`src/verilog/divp_consts.vh`:
```
// constants for the interrupt vector and priority block
`ifndef DIVP_CONSTS_VH
`define DIVP_CONSTS_VH
// vector offsets (words from vector base)
`define DIVP_VEC_RESET    7'h00
`define DIVP_VEC_NMI      7'h04
`define DIVP_VEC_EXT0     7'h40
`define DIVP_VEC_EXT1     7'h44
`define DIVP_VEC_TIMER    7'h4C
`define DIVP_VEC_SER0RX   7'h50
`define DIVP_VEC_SER0TX   7'h54
`define DIVP_VEC_SHR0     7'h58
`define DIVP_VEC_SHR1     7'h5C
`define DIVP_VEC_HOST     7'h64
`define DIVP_VEC_SHR2     7'h68
`define DIVP_VEC_SHR3     7'h6C
`define DIVP_VEC_DMA4     7'h70
`define DIVP_VEC_DMA5     7'h74
`define DIVP_VEC_IPROC    7'h78
// slot spacing in words
`define DIVP_SLOT_STEP    7'h04
// flag and mask bit positions
`define DIVP_BIT_EXT0     0
`define DIVP_BIT_EXT1     1
`define DIVP_BIT_TIMER    3
`define DIVP_BIT_SER0RX   4
`define DIVP_BIT_SER0TX   5
`define DIVP_BIT_SHR0     6
`define DIVP_BIT_SHR1     7
`define DIVP_BIT_HOST     9
`define DIVP_BIT_SHR2     10
`define DIVP_BIT_SHR3     11
`define DIVP_BIT_DMA4     12
`define DIVP_BIT_DMA5     13
`define DIVP_BIT_IPROC    14
// bits that carry a source; 2, 8 and 15 are reserved
`define DIVP_FLAG_USED    16'h7EFB
`define DIVP_FLAG_RESET   16'h0000
// priorities of reset and nmi, and the value offered when nothing is pending
`define DIVP_PRI_RESET    5'h01
`define DIVP_PRI_NMI      5'h02
`define DIVP_PRI_NONE     5'h1F
`endif

```
`src/verilog/divp_edge_latch.v`:
```
// one sticky flag with rising edge capture
`timescale 1ns/1ps
module divp_edge_latch (
    clk_sys,
    rst_n,
    srcLevel,
    clrPulse,
    flagOut
);
    input  wire clk_sys;
    input  wire rst_n;
    input  wire srcLevel;
    input  wire clrPulse;
    output wire flagOut;

    reg srcPrev_ff;
    reg flag_ff;
    wire riseSeen;

    assign riseSeen = srcLevel & ~srcPrev_ff;
    assign flagOut  = flag_ff;

    // capture edge; a new edge wins over a clear in the same cycle
    always @(posedge clk_sys or negedge rst_n) begin
        if (!rst_n) begin
            srcPrev_ff <= 1'b0;
            flag_ff    <= 1'b0;
        end else begin
            srcPrev_ff <= srcLevel;
            if (riseSeen)
                flag_ff <= 1'b1;
            else if (clrPulse)
                flag_ff <= 1'b0;
        end
    end
endmodule // divp_edge_latch

```
`src/verilog/divp_pri_encode.v`:
```
// lowest set bit finder for pending flags
`timescale 1ns/1ps
module divp_pri_encode (
    reqBits,
    anyReq,
    winIdx
);
    input  wire [15:0] reqBits;
    output reg         anyReq;
    output reg  [3:0]  winIdx;

    integer i;

    // scan from the top so the lowest bit is left standing
    always @* begin
        anyReq = 1'b0;
        winIdx = 4'h0;
        for (i = 15; i >= 0; i = i - 1) begin
            if (reqBits[i]) begin
                anyReq = 1'b1;
                winIdx = i[3:0];
            end
        end
    end
endmodule // divp_pri_encode

```
`src/verilog/divp_vector_priority.v`:
```
// interrupt vector and priority logic for one processor subsystem
`timescale 1ns/1ps
`include "divp_consts.vh"
// Summary of operation
// - each source, or shared serial/dma pair, owns a slot four words apart from the vector base.
// - hardware or software reset goes to offset 0 with priority 1.
// - external request zero goes to offset 40h with priority 3.
// - external request one goes to offset 44h with priority 4.
// - serial 0 receive goes to offset 50h with priority 7.
// - serial 0 transmit goes to offset 54h with priority 8.
// - offset 58h, priority 9, is serial 2 receive or dma channel 0.
// - offset 5Ch, priority 10, is serial 2 transmit or dma channel 1.
// - the host port bit set by the host raises offset 64h, priority 12.
// - offset 68h, priority 13, is serial 1 receive or dma channel 2.
// - offset 6Ch, priority 14, is serial 1 transmit or dma channel 3.
// - an interprocessor request latches in flag bit 14 on its rise.
// - mask and flag share one bit per source at fixed positions.
module divp_vector_priority (
    clk_sys,
    rst_n,
    resetRequest,
    softResetTrap,
    nmiRequest,
    externalRequestZero,
    externalRequestOne,
    timerEvent,
    serial0RxEvent,
    serial0TxEvent,
    serial2RxEvent,
    serial2TxEvent,
    serial1RxEvent,
    serial1TxEvent,
    dmaChannelZeroEvent,
    dmaChannelOneEvent,
    dmaChannelTwoEvent,
    dmaChannelThreeEvent,
    dmaChannelFourEvent,
    dmaChannelFiveEvent,
    hostToCoreRequestBit,
    interprocessorEvent,
    dmaVectorSelect,
    interruptMask,
    globalEnable,
    flagClear,
    intAck,
    interruptFlagRegister,
    intPending,
    intVector,
    intPriority,
    intFlagIdx,
    resetTaken
);
    input  wire        clk_sys;
    input  wire        rst_n;
    input  wire        resetRequest;
    input  wire        softResetTrap;
    input  wire        nmiRequest;
    input  wire        externalRequestZero;
    input  wire        externalRequestOne;
    input  wire        timerEvent;
    input  wire        serial0RxEvent;
    input  wire        serial0TxEvent;
    input  wire        serial2RxEvent;
    input  wire        serial2TxEvent;
    input  wire        serial1RxEvent;
    input  wire        serial1TxEvent;
    input  wire        dmaChannelZeroEvent;
    input  wire        dmaChannelOneEvent;
    input  wire        dmaChannelTwoEvent;
    input  wire        dmaChannelThreeEvent;
    input  wire        dmaChannelFourEvent;
    input  wire        dmaChannelFiveEvent;
    input  wire        hostToCoreRequestBit;
    input  wire        interprocessorEvent;
    input  wire [3:0]  dmaVectorSelect;
    input  wire [15:0] interruptMask;
    input  wire        globalEnable;
    input  wire [15:0] flagClear;
    input  wire        intAck;
    output reg  [15:0] interruptFlagRegister;
    output reg         intPending;
    output reg  [6:0]  intVector;
    output reg  [4:0]  intPriority;
    output reg  [3:0]  intFlagIdx;
    output reg         resetTaken;

    // ******************************************************
    // source routing
    // ******************************************************
    // flag path
    wire [15:0] srcLevel;
    wire [15:0] flagNow;
    wire [15:0] ackClear;
    wire [15:0] clrBits;

    // arbitration and slot lookup
    wire [15:0] pendBits;
    wire        anyMaskable;
    wire [3:0]  winIdx;
    reg  [6:0]  slotVec;
    reg  [4:0]  slotPri;
    reg  [6:0]  nxt_vector;
    reg  [4:0]  nxt_priority;

    // nmi, reset and acknowledge state
    reg         nmiPrev_ff;
    reg         nmiFlag_ff;
    reg         ackBusy_ff;
    wire        nmiRise;
    wire        resetEvent;
    wire        ackTaken;
    wire        ackMaskable;

    // shared slots pick serial or dma by the select setting
    assign srcLevel[`DIVP_BIT_EXT0]   = externalRequestZero;
    assign srcLevel[`DIVP_BIT_EXT1]   = externalRequestOne;
    assign srcLevel[2]                = 1'b0;
    assign srcLevel[`DIVP_BIT_TIMER]  = timerEvent;
    assign srcLevel[`DIVP_BIT_SER0RX] = serial0RxEvent;
    assign srcLevel[`DIVP_BIT_SER0TX] = serial0TxEvent;
    assign srcLevel[`DIVP_BIT_SHR0]   = dmaVectorSelect[0] ?
        dmaChannelZeroEvent : serial2RxEvent;
    assign srcLevel[`DIVP_BIT_SHR1]   = dmaVectorSelect[1] ?
        dmaChannelOneEvent : serial2TxEvent;
    assign srcLevel[8]                = 1'b0;
    assign srcLevel[`DIVP_BIT_HOST]   = hostToCoreRequestBit;
    assign srcLevel[`DIVP_BIT_SHR2]   = dmaVectorSelect[2] ?
        dmaChannelTwoEvent : serial1RxEvent;
    assign srcLevel[`DIVP_BIT_SHR3]   = dmaVectorSelect[3] ?
        dmaChannelThreeEvent : serial1TxEvent;
    assign srcLevel[`DIVP_BIT_DMA4]   = dmaChannelFourEvent;
    assign srcLevel[`DIVP_BIT_DMA5]   = dmaChannelFiveEvent;
    assign srcLevel[`DIVP_BIT_IPROC]  = interprocessorEvent;
    assign srcLevel[15]               = 1'b0;

    // ******************************************************
    // flag latches
    // ******************************************************
    // an ack counts once per gap; it clears a flag only when the
    // offered vector was a maskable one, never for reset or nmi
    assign ackTaken    = intAck & intPending & ~ackBusy_ff;
    assign ackMaskable = ackTaken & (intPriority > `DIVP_PRI_NMI);
    assign ackClear    = ackMaskable ? (16'h0001 << intFlagIdx) :
        16'h0000;
    assign clrBits     = flagClear | ackClear;

    genvar g;
    generate
        for (g = 0; g < 16; g = g + 1) begin : gFlag
            divp_edge_latch uLatch (
                .clk_sys  (clk_sys),
                .rst_n    (rst_n),
                .srcLevel (srcLevel[g]),
                .clrPulse (clrBits[g]),
                .flagOut  (flagNow[g])
            );
        end
    endgenerate

    // ******************************************************
    // arbitration
    // ******************************************************
    // flag bit order equals priority order, so lowest bit wins
    assign pendBits = flagNow & interruptMask & `DIVP_FLAG_USED &
        {16{globalEnable}};

    divp_pri_encode uEnc (
        .reqBits (pendBits),
        .anyReq  (anyMaskable),
        .winIdx  (winIdx)
    );

    assign nmiRise    = nmiRequest & ~nmiPrev_ff;
    assign resetEvent = resetRequest | softResetTrap;

    // ******************************************************
    // slot table
    // ******************************************************
    // vector offset of each flag bit; slots sit four words apart
    always @* begin
        case (winIdx)
            // external lines and timer
            4'h0:    slotVec = `DIVP_VEC_EXT0;
            4'h1:    slotVec = `DIVP_VEC_EXT1;
            4'h3:    slotVec = `DIVP_VEC_TIMER;
            // serial port zero
            4'h4:    slotVec = `DIVP_VEC_SER0RX;
            4'h5:    slotVec = `DIVP_VEC_SER0TX;
            // shared serial or dma slots and the host port
            4'h6:    slotVec = `DIVP_VEC_SHR0;
            4'h7:    slotVec = `DIVP_VEC_SHR1;
            4'h9:    slotVec = `DIVP_VEC_HOST;
            4'hA:    slotVec = `DIVP_VEC_SHR2;
            4'hB:    slotVec = `DIVP_VEC_SHR3;
            // dma four and five, interprocessor
            4'hC:    slotVec = `DIVP_VEC_DMA4;
            4'hD:    slotVec = `DIVP_VEC_DMA5;
            4'hE:    slotVec = `DIVP_VEC_IPROC;
            // reserved bits carry no source and are never offered
            4'h2, 4'h8, 4'hF:
                     slotVec = `DIVP_VEC_EXT0;
            default: slotVec = `DIVP_VEC_EXT0;
        endcase
    end

    // ******************************************************
    // priority table
    // ******************************************************
    // priority number of each flag bit; lower number wins
    always @* begin
        case (winIdx)
            // external lines and timer
            4'h0:    slotPri = 5'h03;
            4'h1:    slotPri = 5'h04;
            4'h3:    slotPri = 5'h06;
            // serial port zero
            4'h4:    slotPri = 5'h07;
            4'h5:    slotPri = 5'h08;
            // shared serial or dma slots and the host port
            4'h6:    slotPri = 5'h09;
            4'h7:    slotPri = 5'h0A;
            4'h9:    slotPri = 5'h0C;
            4'hA:    slotPri = 5'h0D;
            4'hB:    slotPri = 5'h0E;
            // dma four and five, interprocessor
            4'hC:    slotPri = 5'h0F;
            4'hD:    slotPri = 5'h10;
            4'hE:    slotPri = 5'h11;
            // reserved bits carry no source and are never offered
            4'h2, 4'h8, 4'hF:
                     slotPri = `DIVP_PRI_NONE;
            default: slotPri = `DIVP_PRI_NONE;
        endcase
    end

    // ******************************************************
    // offer selection
    // ******************************************************
    // reset first, then nmi, then the lowest pending flag bit
    always @* begin
        nxt_vector   = `DIVP_VEC_EXT0;
        nxt_priority = `DIVP_PRI_NONE;
        if (resetEvent) begin
            nxt_vector   = `DIVP_VEC_RESET;
            nxt_priority = `DIVP_PRI_RESET;
        end else if (nmiFlag_ff) begin
            nxt_vector   = `DIVP_VEC_NMI;
            nxt_priority = `DIVP_PRI_NMI;
        end else if (anyMaskable) begin
            nxt_vector   = slotVec;
            nxt_priority = slotPri;
        end
    end

    // ******************************************************
    // registered outputs
    // ******************************************************
    // nmi is edge latched and leaves on acknowledge, edge wins
    always @(posedge clk_sys or negedge rst_n) begin
        if (!rst_n) begin
            nmiPrev_ff <= 1'b0;
            nmiFlag_ff <= 1'b0;
        end else begin
            nmiPrev_ff <= nmiRequest;
            if (nmiRise)
                nmiFlag_ff <= 1'b1;
            else if (ackTaken & (intPriority == `DIVP_PRI_NMI))
                nmiFlag_ff <= 1'b0;
        end
    end

    // flag mirror seen by the core; reserved bits read zero
    always @(posedge clk_sys or negedge rst_n) begin
        if (!rst_n) begin
            interruptFlagRegister <= `DIVP_FLAG_RESET;
        end else begin
            interruptFlagRegister <= flagNow & `DIVP_FLAG_USED;
        end
    end

    // reset seen flag and the one cycle gap after a taken ack
    always @(posedge clk_sys or negedge rst_n) begin
        if (!rst_n) begin
            resetTaken <= 1'b0;
            ackBusy_ff <= 1'b0;
        end else begin
            resetTaken <= resetEvent;
            ackBusy_ff <= ackTaken;
        end
    end

    // present winner one cycle after its flag; drop it on a taken ack
    always @(posedge clk_sys or negedge rst_n) begin
        if (!rst_n) begin
            intPending  <= 1'b0;
            intVector   <= `DIVP_VEC_RESET;
            intPriority <= `DIVP_PRI_NONE;
            intFlagIdx  <= 4'h0;
        end else if (ackTaken) begin
            intPending  <= 1'b0;
            intPriority <= `DIVP_PRI_NONE;
        end else begin
            intPending  <= resetEvent | nmiFlag_ff | anyMaskable;
            intVector   <= nxt_vector;
            intPriority <= nxt_priority;
            intFlagIdx  <= winIdx;
        end
    end
endmodule // divp_vector_priority

```
`config.mk`:
```
export PLATFORM = sky130hd
export DESIGN_NAME = divp_vector_priority
export DESIGN_NICKNAME = d
export VERILOG_FILES = /design/src/verilog/divp_edge_latch.v /design/src/verilog/divp_pri_encode.v /design/src/verilog/divp_vector_priority.v
export VERILOG_INCLUDE_DIRS = /design/src /design/src/verilog
export SDC_FILE = /design/constraint.sdc
export NUM_CORES = 1
export LEC_CHECK = 0
export ABC_AREA = 1
export BUFFER_PORTS_ARGS = -buffer_cell sky130_fd_sc_hd__buf_2
export CAP_MARGIN = 30
export CORE_ASPECT_RATIO = 0.75
export CORE_UTILIZATION = 55
export DETAILED_ROUTE_END_ITERATION = 10
export PLACE_DENSITY_LB_ADDON = 0.12
export SLEW_MARGIN = 0
export SYNTH_ARGS = -nofsm -noshare
export SYNTH_HDL_FRONTEND = slang
export SYNTH_HIERARCHICAL = 1
export SYNTH_SLANG_ARGS = --single-unit
```
`constraint.sdc`:
```
create_clock -name clk_sys -period 5.43 [get_ports clk_sys]
set_input_delay 1.629 -clock clk_sys [delete_from_list [all_inputs] [get_ports clk_sys]]
set_output_delay 1.629 -clock clk_sys [all_outputs]
set_load 0.005 [all_outputs]
```
==> flow_metrics.env, run 1 <==
export IMPL_status="completed"
export IMPL_worstReg2RegEnd="intPriority[2]"
export IMPL_nets=521
export IMPL_fin_crit_ps=3830
export IMPL_drc=0
export IMPL_grt_total_usage_pct=24.1
export IMPL_grt_pass1_wl_um=10100
export IMPL_synth_simple_gate_area_share_pct=27.9
export IMPL_synthArstFlopShare_pct=100
export IMPL_wl_per_cell_um=11.3
export IMPL_rows=22
export IMPL_grt_pass1_vias=2259
export IMPL_cts_buffers=9
export IMPL_min_from="gFlag[0].uLatch/flagOut"
export IMPL_synth_edff_count=0
export IMPL_crit_path_end_kind="register"
export IMPL_portBuffers=82
export IMPL_dieArea_um2=5590
export IMPL_p_int_mw=0.836
export IMPL_ff2ff_setup_slack_ps=2760
export IMPL_holdBufCountCts=0
export IMPL_rsz0062_at_grt="false"
export IMPL_yosysWarnings=6
export IMPL_fillers=403
export IMPL_vias=2470
export IMPL_leakagePower_nw=2.02
export IMPL_worstSetupPathType="primary input to register"
export IMPL_grt_antenna_before_repair=0
export IMPL_tritoncts="done"
export IMPL_clk_insertion_delay_late_ps=340
export IMPL_power_switching_mw=0.318
export IMPL_grt_max_degree=59
export IMPL_power_frac_clock_pct=39.2
export IMPL_worst_pin_slew_ps=830
export IMPL_first_iter_violations=149
export IMPL_clockBufferDepth=2
export IMPL_synth_seq_area_share_pct=50.0
export IMPL_pwr_share_seq_pct=43.3
export IMPL_fin_tns_setup_ps=0
export IMPL_avgViaCountPerCell=4.64
export IMPL_ys_seq_elements=58
export IMPL_totalWireLength_um=6010
export IMPL_synth_most_common_cell="nand2_1"
export IMPL_cts_root_buffer="clkbuf_8"
export IMPL_initial_core_util_pct=58.5
export IMPL_synth_top_cell_by_area="dfrtp_1"
export IMPL_clk_pin_slew_ps=60
export IMPL_irDropWorstVdd_v=0.000210
export IMPL_area_growth_synth_to_final_pct=24.4
export IMPL_required_ps=5690
export IMPL_cp_arrival_ps=4090
export IMPL_hpwl_um=4450
export IMPL_syn_area_um2=2910
export IMPL_whs_endpoint="interruptFlagRegister[0]"
export IMPL_drive_above_1_share_pct=28.5
export IMPL_power_density_nw_per_um2=318
export IMPL_gp_congestion=0.869
export IMPL_r2r_cells=23
export IMPL_setup_viol_count_final=0
export IMPL_drtPass1Iterations=4
export IMPL_grt_ovfl_total=0
export IMPL_swShare_pct=27.5
export IMPL_relSlewSlack_pct=44.5
export IMPL_final_util_pct=72.7
export IMPL_detail_route_antenna_nets=0
export IMPL_synthTopCellsByArea="dfrtp_1, nand2_1, inv_1, dfstp_2, nor2_1"
export IMPL_max_freq_mhz=261
export IMPL_synth_commonest_cells="nand2_1, inv_1, dfrtp_1, nor2_1, nand3_1"
export IMPL_power_frac_comb_pct=17.5
export IMPL_hold_viol=0
export IMPL_synth_compound_area_share_pct=7.43
export IMPL_drv_slew=0
export IMPL_hold_path_class="register to register"
export IMPL_clock_sinks=58
export IMPL_max_cap_viol_count=0
export IMPL_synth_top_area_share_pct=45.5
export IMPL_worstPathMaxFanout=13
export IMPL_synth_avg_cell_area_um2=8.07
export IMPL_core_region_area_um2=4980
export IMPL_die_h_um=65.0
export IMPL_synth_xor_area_share_pct=0
export IMPL_critPathLaunchType="primary input"
export IMPL_yosys_cell_types_count=29
export IMPL_fin_crit_sh_pct=70.5
export IMPL_io_pins=94
export IMPL_worstReg2RegStart="gFlag[13].uLatch/flagOut"
export IMPL_h_tree_depth=3
export IMPL_synth_top_family_by_area="simple AND/OR/NAND/NOR gates"
export IMPL_cts_resized=0
export IMPL_n_antenna_cell=0
export IMPL_hold_depth=0
export IMPL_synth_adder_area_share_pct=2.58
export IMPL_synth_mux_area_fraction_pct=1.55
export IMPL_syn_inst=361
export IMPL_synthFlopType="dfrtp_1"
export IMPL_fp_dieW_um=86.0
export IMPL_clock_skew_ps=6.43
export IMPL_post_cts_buffers=0
[power groups by stage]
| stage | combinational [mW] | clock [mW] | sequential, mW |
|---|---|---|---|
| after floorplan | 0.125 | 0 | 0.505 |
| after global placement | 0.196 | 0 | 0.505 |
| after detailed placement | 0.200 | 0 | 0.507 |
| after CTS | 0.202 | 0.461 | 0.499 |
| after global routing | 0.230 | 0.482 | 0.504 |
| final | 0.202 | 0.452 | 0.499 |
[metrics by stage]
| step | hold WS (ps) | setup WS (ps) | total power, mW | instances | cell area, um2 |
|---|---|---|---|---|---|
| after floorplan | 374 | 1620 | 0.630 | 369 | 2940 |
| after global placement | 378 | 1350 | 0.701 | 516 | 3390 |
| after detailed placement | 383 | 1310 | 0.706 | 516 | 3390 |
| after CTS | 398 | 1640 | 1.16 | 532 | 3620 |
| after global routing | 406 | 1350 | 1.22 | 532 | 3620 |
| final | 395 | 1600 | 1.15 | 532 | 3620 |
[worst max-delay path by stage]
| stage | slack (ps) | depth (start not counted) | from | to |
|---|---|---|---|---|
| 2_1_floorplan | 1620 | 17 | globalEnable | intPriority[2] |
| 3_3_place_gp | 1350 | 24 | globalEnable | intPriority[2] |
| 3_5_place_dp | 1310 | 24 | globalEnable | intPriority[2] |
| 4_1_cts | 1640 | 24 | globalEnable | intPriority[2] |
| 5_1_grt | 1350 | 24 | globalEnable | intPriority[2] |
| 6_report | 1600 | 24 | globalEnable | intPriority[2] |
[layout make-up]
type	instances	area, um2	area share, %
flip-flops and latches	58	1460	40.2
clock inverters	4	73.8	2.04
inverters	61	229	6.32
clock buffers	12	155	4.28
multi-input cells	240	1180	32.7
repair buffers	85	433	12.0
well taps	72	90.1	2.49
[cells by family after synthesis]
logic type,count (synthesis)
other,1
buffers and inverters,71
adders and majority gates,6
DFF,58
muxes,4
and+or+nand+nor,194
AOI/OAI and AO/OA,27
[worst max-delay path: stages]
cell and delay (ps):
buf_2 70, inv_1 160, nor2_1 250, inv_1 80
nand2_1 70, nand2_1 50, nand2_1 50, nand2_1 40
nand2_1 50, nand2_1 50, nand2_1 50, nand2_1 40
nand2_1 50, nand2_1 40, nand2_1 50, nand2_1 60
a21oi_2 310, inv_1 180, ha_1 340, nand2_1 50
a21oi_1 210, nand2_1 80, nand2_1 60, nand2_1 40
[placed cells by master (no fill, tap or decap)]
master and n:
a21oi_1 3, a21oi_2 1, buf_2 82, buf_4 3
bufinv_16 2, clkbuf_1 1, clkbuf_8 11, clkinv_2 1
clkinv_4 1, conb_1 9, dfrtp_1 53, dfstp_2 5
ha_1 6, inv_1 55, inv_2 6, mux2_2 4
nand2_1 129, nand2_2 1, nand2_4 1, nand3_1 19
nand3_2 1, nand4_1 6, nor2_1 28, nor2_2 1
nor2_8 1, nor3_1 5, nor4_1 1, o21ai_0 10
o21bai_1 3, o21bai_2 9, o21bai_4 1, or2_1 1
[sequential cells by signal (all words and copies together) (netlist names), 4 cells and up]
| signal | count |
|---|---|
| gFlag.uLatch/flagOut | 13 |
| gFlag.uLatch/srcPrev_ff | 13 |
| intFlagIdx | 4 |
| intPriority | 5 |
| intVector | 5 |
| interruptFlagRegister | 13 |
[routing by layer]
layer	vias to the layer above	track usage (%)	wire (um)
met5	-	0	0
met4	0	8.13	58
met3	6	7.77	380
met2	75	34.7	2470
met1	1116	34.3	3100
li1	1273	-	-
Power figures use the tool's default switching activity.
==> run 2, diff against run 1 <==
--- a/config.mk
+++ b/config.mk
@@ -10,7 +10,7 @@
 export BUFFER_PORTS_ARGS = -buffer_cell sky130_fd_sc_hd__buf_2
 export CAP_MARGIN = 30
 export CORE_ASPECT_RATIO = 0.75
-export CORE_UTILIZATION = 55
+export CORE_UTILIZATION = 51
 export DETAILED_ROUTE_END_ITERATION = 10
 export PLACE_DENSITY_LB_ADDON = 0.12
 export SLEW_MARGIN = 0
==> constraint.sdc (replaced) <==
create_clock -name clk_sys -period 3.9 [get_ports clk_sys]
set_input_delay 1.17 -clock clk_sys [delete_from_list [all_inputs] [get_ports clk_sys]]
set_output_delay 1.17 -clock clk_sys [all_outputs]
set_load 0.005 [all_outputs]
==> flow_metrics.env, run 2 (synthesis gave the netlist of run 1 again) <==
export IMPL_rsz0062_at_grt="false"
export IMPL_worstPathMaxFanout=13
export IMPL_io_pins=94
export IMPL_totalWireLength_um=6460
export IMPL_grt_max_degree=59
export IMPL_n_antenna_cell=0
export IMPL_status="completed"
export IMPL_crit_path_end_kind="register"
export IMPL_fin_crit_sh_pct=83.0
export IMPL_avgViaCountPerCell=4.59
export IMPL_cts_resized=0
export IMPL_holdWs_ps=394
export IMPL_grt_antenna_before_repair=0
export IMPL_crit_chain="buf_2, inv_1, nor2_1, or2_1, nand3_1, nand3_1, nand3_1, nand3_1, a21oi_1, nor3_1, inv_1, ha_1, nand2_1, a21oi_1, nand2_1, nand2_1, nand2_1"
export IMPL_drtPass1Iterations=4
export IMPL_drc=0
export IMPL_clock_skew_ps=7.12
export IMPL_slowest_stage="nor3_1"
export IMPL_nets=523
export IMPL_rows=23
export IMPL_irDropWorstVdd_v=0.000260
export IMPL_drv_slew=0
export IMPL_seqCellArea_um2=1460
export IMPL_multi_input_comb_area_um2=1180
export IMPL_wl_per_cell_um=12.0
export IMPL_dieArea_um2=6020
export IMPL_portBuffers=82
export IMPL_cp_arrival_ps=3500
export IMPL_area_growth_synth_to_final_pct=26.3
export IMPL_post_cts_buffers=0
export IMPL_clk_pin_slew_ps=70
export IMPL_required_ps=4160
export IMPL_core_region_area_um2=5410
export IMPL_setup_viol_count_final=0
export IMPL_clk_insertion_delay_late_ps=340
export IMPL_grt_total_usage_pct=24.0
export IMPL_cp_slowest_stage_delay_ps=360
export IMPL_first_iter_violations=148
export IMPL_critPathLaunchType="primary input"
export IMPL_final_common_cell="nand2_1"
export IMPL_clockBufferDepth=2
export IMPL_worst_pin_slew_ps=728
export IMPL_fin_crit_ps=3240
export IMPL_tritoncts="done"
export IMPL_drive_above_1_share_pct=28.8
export IMPL_hold_viol=0
export IMPL_max_freq_mhz=309
export IMPL_fillers=483
export IMPL_grt_pass1_wl_um=10400
export IMPL_fp_dieW_um=89.3
export IMPL_crit_family="simple AND/OR/NAND/NOR gates"
export IMPL_initial_core_util_pct=53.8
export IMPL_fin_tns_setup_ps=0
export IMPL_relSlewSlack_pct=51.4
export IMPL_vias=2465
export IMPL_dpl_cell_area_um2=3410
export IMPL_grt_ovfl_total=0
export IMPL_power_density_nw_per_um2=470
export IMPL_finish_instance_area_um2=3680
export IMPL_hold_path_class="register to register"
export IMPL_cp_num_buf_inv=3
export IMPL_worstSetupPathType="primary input to register"
export IMPL_final_cell_mix="nand2_1, buf_2, inv_1"
export IMPL_cts_buffers=9
export IMPL_hpwl_um=4750
export IMPL_detail_route_antenna_nets=0
export IMPL_grt_pass1_vias=2329
export IMPL_die_h_um=67.5
export IMPL_leakagePower_nw=2.05
export IMPL_gp_congestion=0.859
export IMPL_h_tree_depth=3
export IMPL_clock_sinks=58
export IMPL_max_cap_viol_count=0
export IMPL_cts_root_buffer="clkbuf_8"
export IMPL_holdBufCountCts=0
## run 2: cell types whose count changed in the layout (fill, tap and decap cells not counted), sizes merged
| cell | before | now |
|---|---|---|
| clkinv | 2 | 1 |
| buf | 85 | 87 |
| clkbuf | 12 | 11 |
| bufinv | 2 | 4 |
## run 2: path summary, 6_finish.rpt
check | from | endpoint | slack (ps) | cells past startpoint
max | globalEnable | intPriority[2] | 660 | 17
min | gFlag[6].uLatch/flagOut | interruptFlagRegister[6] | 390 | 0
min in group asynchronous | rst_n | interruptFlagRegister[13] | 950 | 2
max in group asynchronous | rst_n | gFlag[10].uLatch/flagOut | 2440 | 2
min reg2reg | gFlag[6].uLatch/flagOut | interruptFlagRegister[6] | 390 | 0
max reg2reg | gFlag[14].uLatch/flagOut | intPriority[2] | 1400 | 16
## run 2: per-layer routing
layer	global-route usage, %	vias up	routed length, um
met3	7.95	9	407
met5	0	-	0
li1	-	1278	-
met2	37.0	85	2840
met1	31.8	1093	3150
met4	8.33	0	74
## run 2: per-stage QoR
stage	power, mW	setup WS [ps]	std cells	utilization, %
2_1_floorplan	0.878	551	369	-
3_3_place_gp	0.979	205	520	62.9
3_5_place_dp	0.990	375	521	63.1
4_1_cts	1.74	666	537	68.0
5_1_grt	1.81	336	537	68.0
6_report	1.73	664	537	68.0
## run 2: layout make-up
cell class	instances	area share (%)
repair buffers	87	12.2
clock buffers	11	3.84
multi-input cells	240	32.2
clock inverters	5	3.40
well taps	75	2.55
inverters	61	6.22
flip-flops and latches	58	39.6
## run 2: where the power goes
group | switching [mW] | internal [mW] | total, mW
registers | 0.0367 | 0.658 | 0.695
logic | 0.173 | 0.114 | 0.287
clock network | 0.239 | 0.506 | 0.745
==> run 3, diff against run 2 <==
--- a/config.mk
+++ b/config.mk
@@ -10,7 +10,7 @@
 export BUFFER_PORTS_ARGS = -buffer_cell sky130_fd_sc_hd__buf_2
 export CAP_MARGIN = 30
 export CORE_ASPECT_RATIO = 0.75
-export CORE_UTILIZATION = 51
+export CORE_UTILIZATION = 46
 export DETAILED_ROUTE_END_ITERATION = 10
 export PLACE_DENSITY_LB_ADDON = 0.12
 export SLEW_MARGIN = 0
==> constraint.sdc (replaced) <==
create_clock -name clk_sys -period 2.8 [get_ports clk_sys]
set_input_delay 0.84 -clock clk_sys [delete_from_list [all_inputs] [get_ports clk_sys]]
set_output_delay 0.84 -clock clk_sys [all_outputs]
set_load 0.005 [all_outputs]
==> flow_metrics.env, run 3 (synthesis gave the netlist of run 1 again) <==
export IMPL_area_growth_synth_to_final_pct=31.3
export IMPL_ff2ff_setup_slack_ps=520
export IMPL_max_freq_mhz=369
export IMPL_setup_viol_count_final=0
export IMPL_final_common_cell="nand2_1"
export IMPL_required_ps=3060
export IMPL_r2r_cells=23
export IMPL_cts_buffers=9
export IMPL_clk_pin_slew_ps=70
export IMPL_worstPathMaxFanout=6
export IMPL_worstReg2RegStart="gFlag[13].uLatch/flagOut"
export IMPL_worstReg2RegEnd="intPriority[2]"
export IMPL_h_tree_depth=3
export IMPL_worst_pin_slew_ps=642
export IMPL_whs_endpoint="interruptFlagRegister[0]"
export IMPL_clock_skew_ps=8.33
export IMPL_gp_congestion=0.826
export IMPL_dieArea_um2=6660
export IMPL_rsz0062_at_grt="true"
export IMPL_tritoncts="done"
export IMPL_final_util_pct=64.3
export IMPL_nets=542
export IMPL_drv_slew=0
export IMPL_crit_path_start="globalEnable"
export IMPL_crit_path_end_kind="register"
export IMPL_grt_pass1_vias=2555
export IMPL_cts_root_buffer="clkbuf_8"
export IMPL_fp_dieW_um=93.9
export IMPL_critPathLaunchType="primary input"
export IMPL_first_iter_violations=63
export IMPL_crit_top_cell="nand2_1"
export IMPL_slowest_stage="ha_4"
export IMPL_final_cell_mix="nand2_1, buf_2, inv_1, dfrtp_1, nor2_1"
export IMPL_dpl_cell_area_um2=3560
export IMPL_hpwl_um=4960
export IMPL_clock_sinks=58
export IMPL_detail_route_antenna_nets=0
export IMPL_grt_total_usage_pct=21.9
export IMPL_io_pins=94
export IMPL_hold_path_class="register to register"
export IMPL_drc=0
export IMPL_vias=2528
export IMPL_drive_above_1_share_pct=33.7
export IMPL_grt_max_degree=32
export IMPL_relSlewSlack_pct=57.2
export IMPL_drtPass1Iterations=6
export IMPL_power_mw=2.20
export IMPL_avgViaCountPerCell=4.52
export IMPL_status="completed"
export IMPL_max_cap_viol_count=0
export IMPL_n_antenna_cell=0
export IMPL_hold_viol=0
export IMPL_power_density_nw_per_um2=575
export IMPL_cp_arrival_ps=2970
export IMPL_holdBufCountCts=0
export IMPL_core_region_area_um2=5950
export IMPL_die_h_um=70.9
export IMPL_grt_antenna_before_repair=0
export IMPL_clockBufferDepth=2
export IMPL_portBuffers=82
export IMPL_min_from="gFlag[0].uLatch/flagOut"
export IMPL_totalWireLength_um=6570
export IMPL_fin_crit_sh_pct=96.8
export IMPL_irDropWorstVdd_v=0.000331
export IMPL_wl_per_cell_um=11.8
export IMPL_initial_core_util_pct=49.0
export IMPL_hold_depth=0
export IMPL_cp_slowest_stage_delay_ps=280
export IMPL_clk_insertion_delay_late_ps=340
export IMPL_worstSetupPathType="primary input to register"
export IMPL_leakagePower_nw=2.11
export IMPL_grt_ovfl_total=0
export IMPL_fin_crit_ps=2710
export IMPL_grt_pass1_wl_um=11200
export IMPL_rows=24
export IMPL_finish_instance_area_um2=3820
-- run 3: cell count changes in the layout (fill, tap and decap cells not counted), sizes merged --
cell | previous run | this run
clkinvlp | 0 | 2
bufinv | 4 | 1
buf | 87 | 105
clkinv | 1 | 3
-- run 3: worst max-delay path by stage --
stage | endpoint | slack (ps) | cells after the start
3_3_place_gp | intPriority[4] | -550 | 13
4_1_cts | intPriority[3] | 100 | 25
6_report | intPriority[2] | 90 | 25
2_1_floorplan | intPriority[2] | 20 | 24
5_1_grt | intPriority[2] | -80 | 25
3_5_place_dp | intPriority[3] | -250 | 25
-- run 3: cell type report --
cell class	instances	area [um2]
clock inverters	6	65.1
multi-input cells	240	1230
repair buffers	106	604
inverters	61	233
fillers	533	2120
well taps	78	97.6
flip-flops and latches	58	1460
clock buffers	10	138
-- run 3: per-layer routing --
layer / GRT usage (%) / vias to the layer above / part of all wire [%]
met5: 0 / - / 0
met4: 6.15 / 0 / 0.82
met3: 7.42 / 6 / 7.4
met2: 33.7 / 84 / 42
met1: 29.6 / 1123 / 50
li1: - / 1315 / -
-- run 3: worst max-delay path, delay by kind of cell --
| family | cells | cell delay, ps |
|---|---|---|
| AND/OR/NAND/NOR | 17 | 960 |
| buffers and inverters | 5 | 570 |
| AO/OA/AOI/OAI | 2 | 320 |
| adder cells (fa/ha/maj) | 1 | 280 |
-- run 3: power breakdown --
| part | total, mW | switching [mW] | internal (mW) |
|---|---|---|---|
| clock | 0.789 | 0.353 | 0.436 |
| combinational | 0.442 | 0.251 | 0.191 |
| sequential | 0.967 | 0.0511 | 0.916 |
| total | 2.20 | 0.655 | 1.54 |
-- run 3: through the flow --
step	cells	setup TNS [ps]	hold WS, ps	setup slack, ps
floorplan	369	0	374	17.6
global placement	538	-3590	380	-554
detailed placement	539	-1680	387	-250
CTS	555	0	405	99.0
global route	559	-237	411	-75.1
finish	559	0	398	90.4
-- run 3: repair_timing --
item,in CTS,in global routing
gates resized for setup,0,9
setup endpoints to repair,0,8
buffers inserted,0,4
hold endpoints to repair,0,0
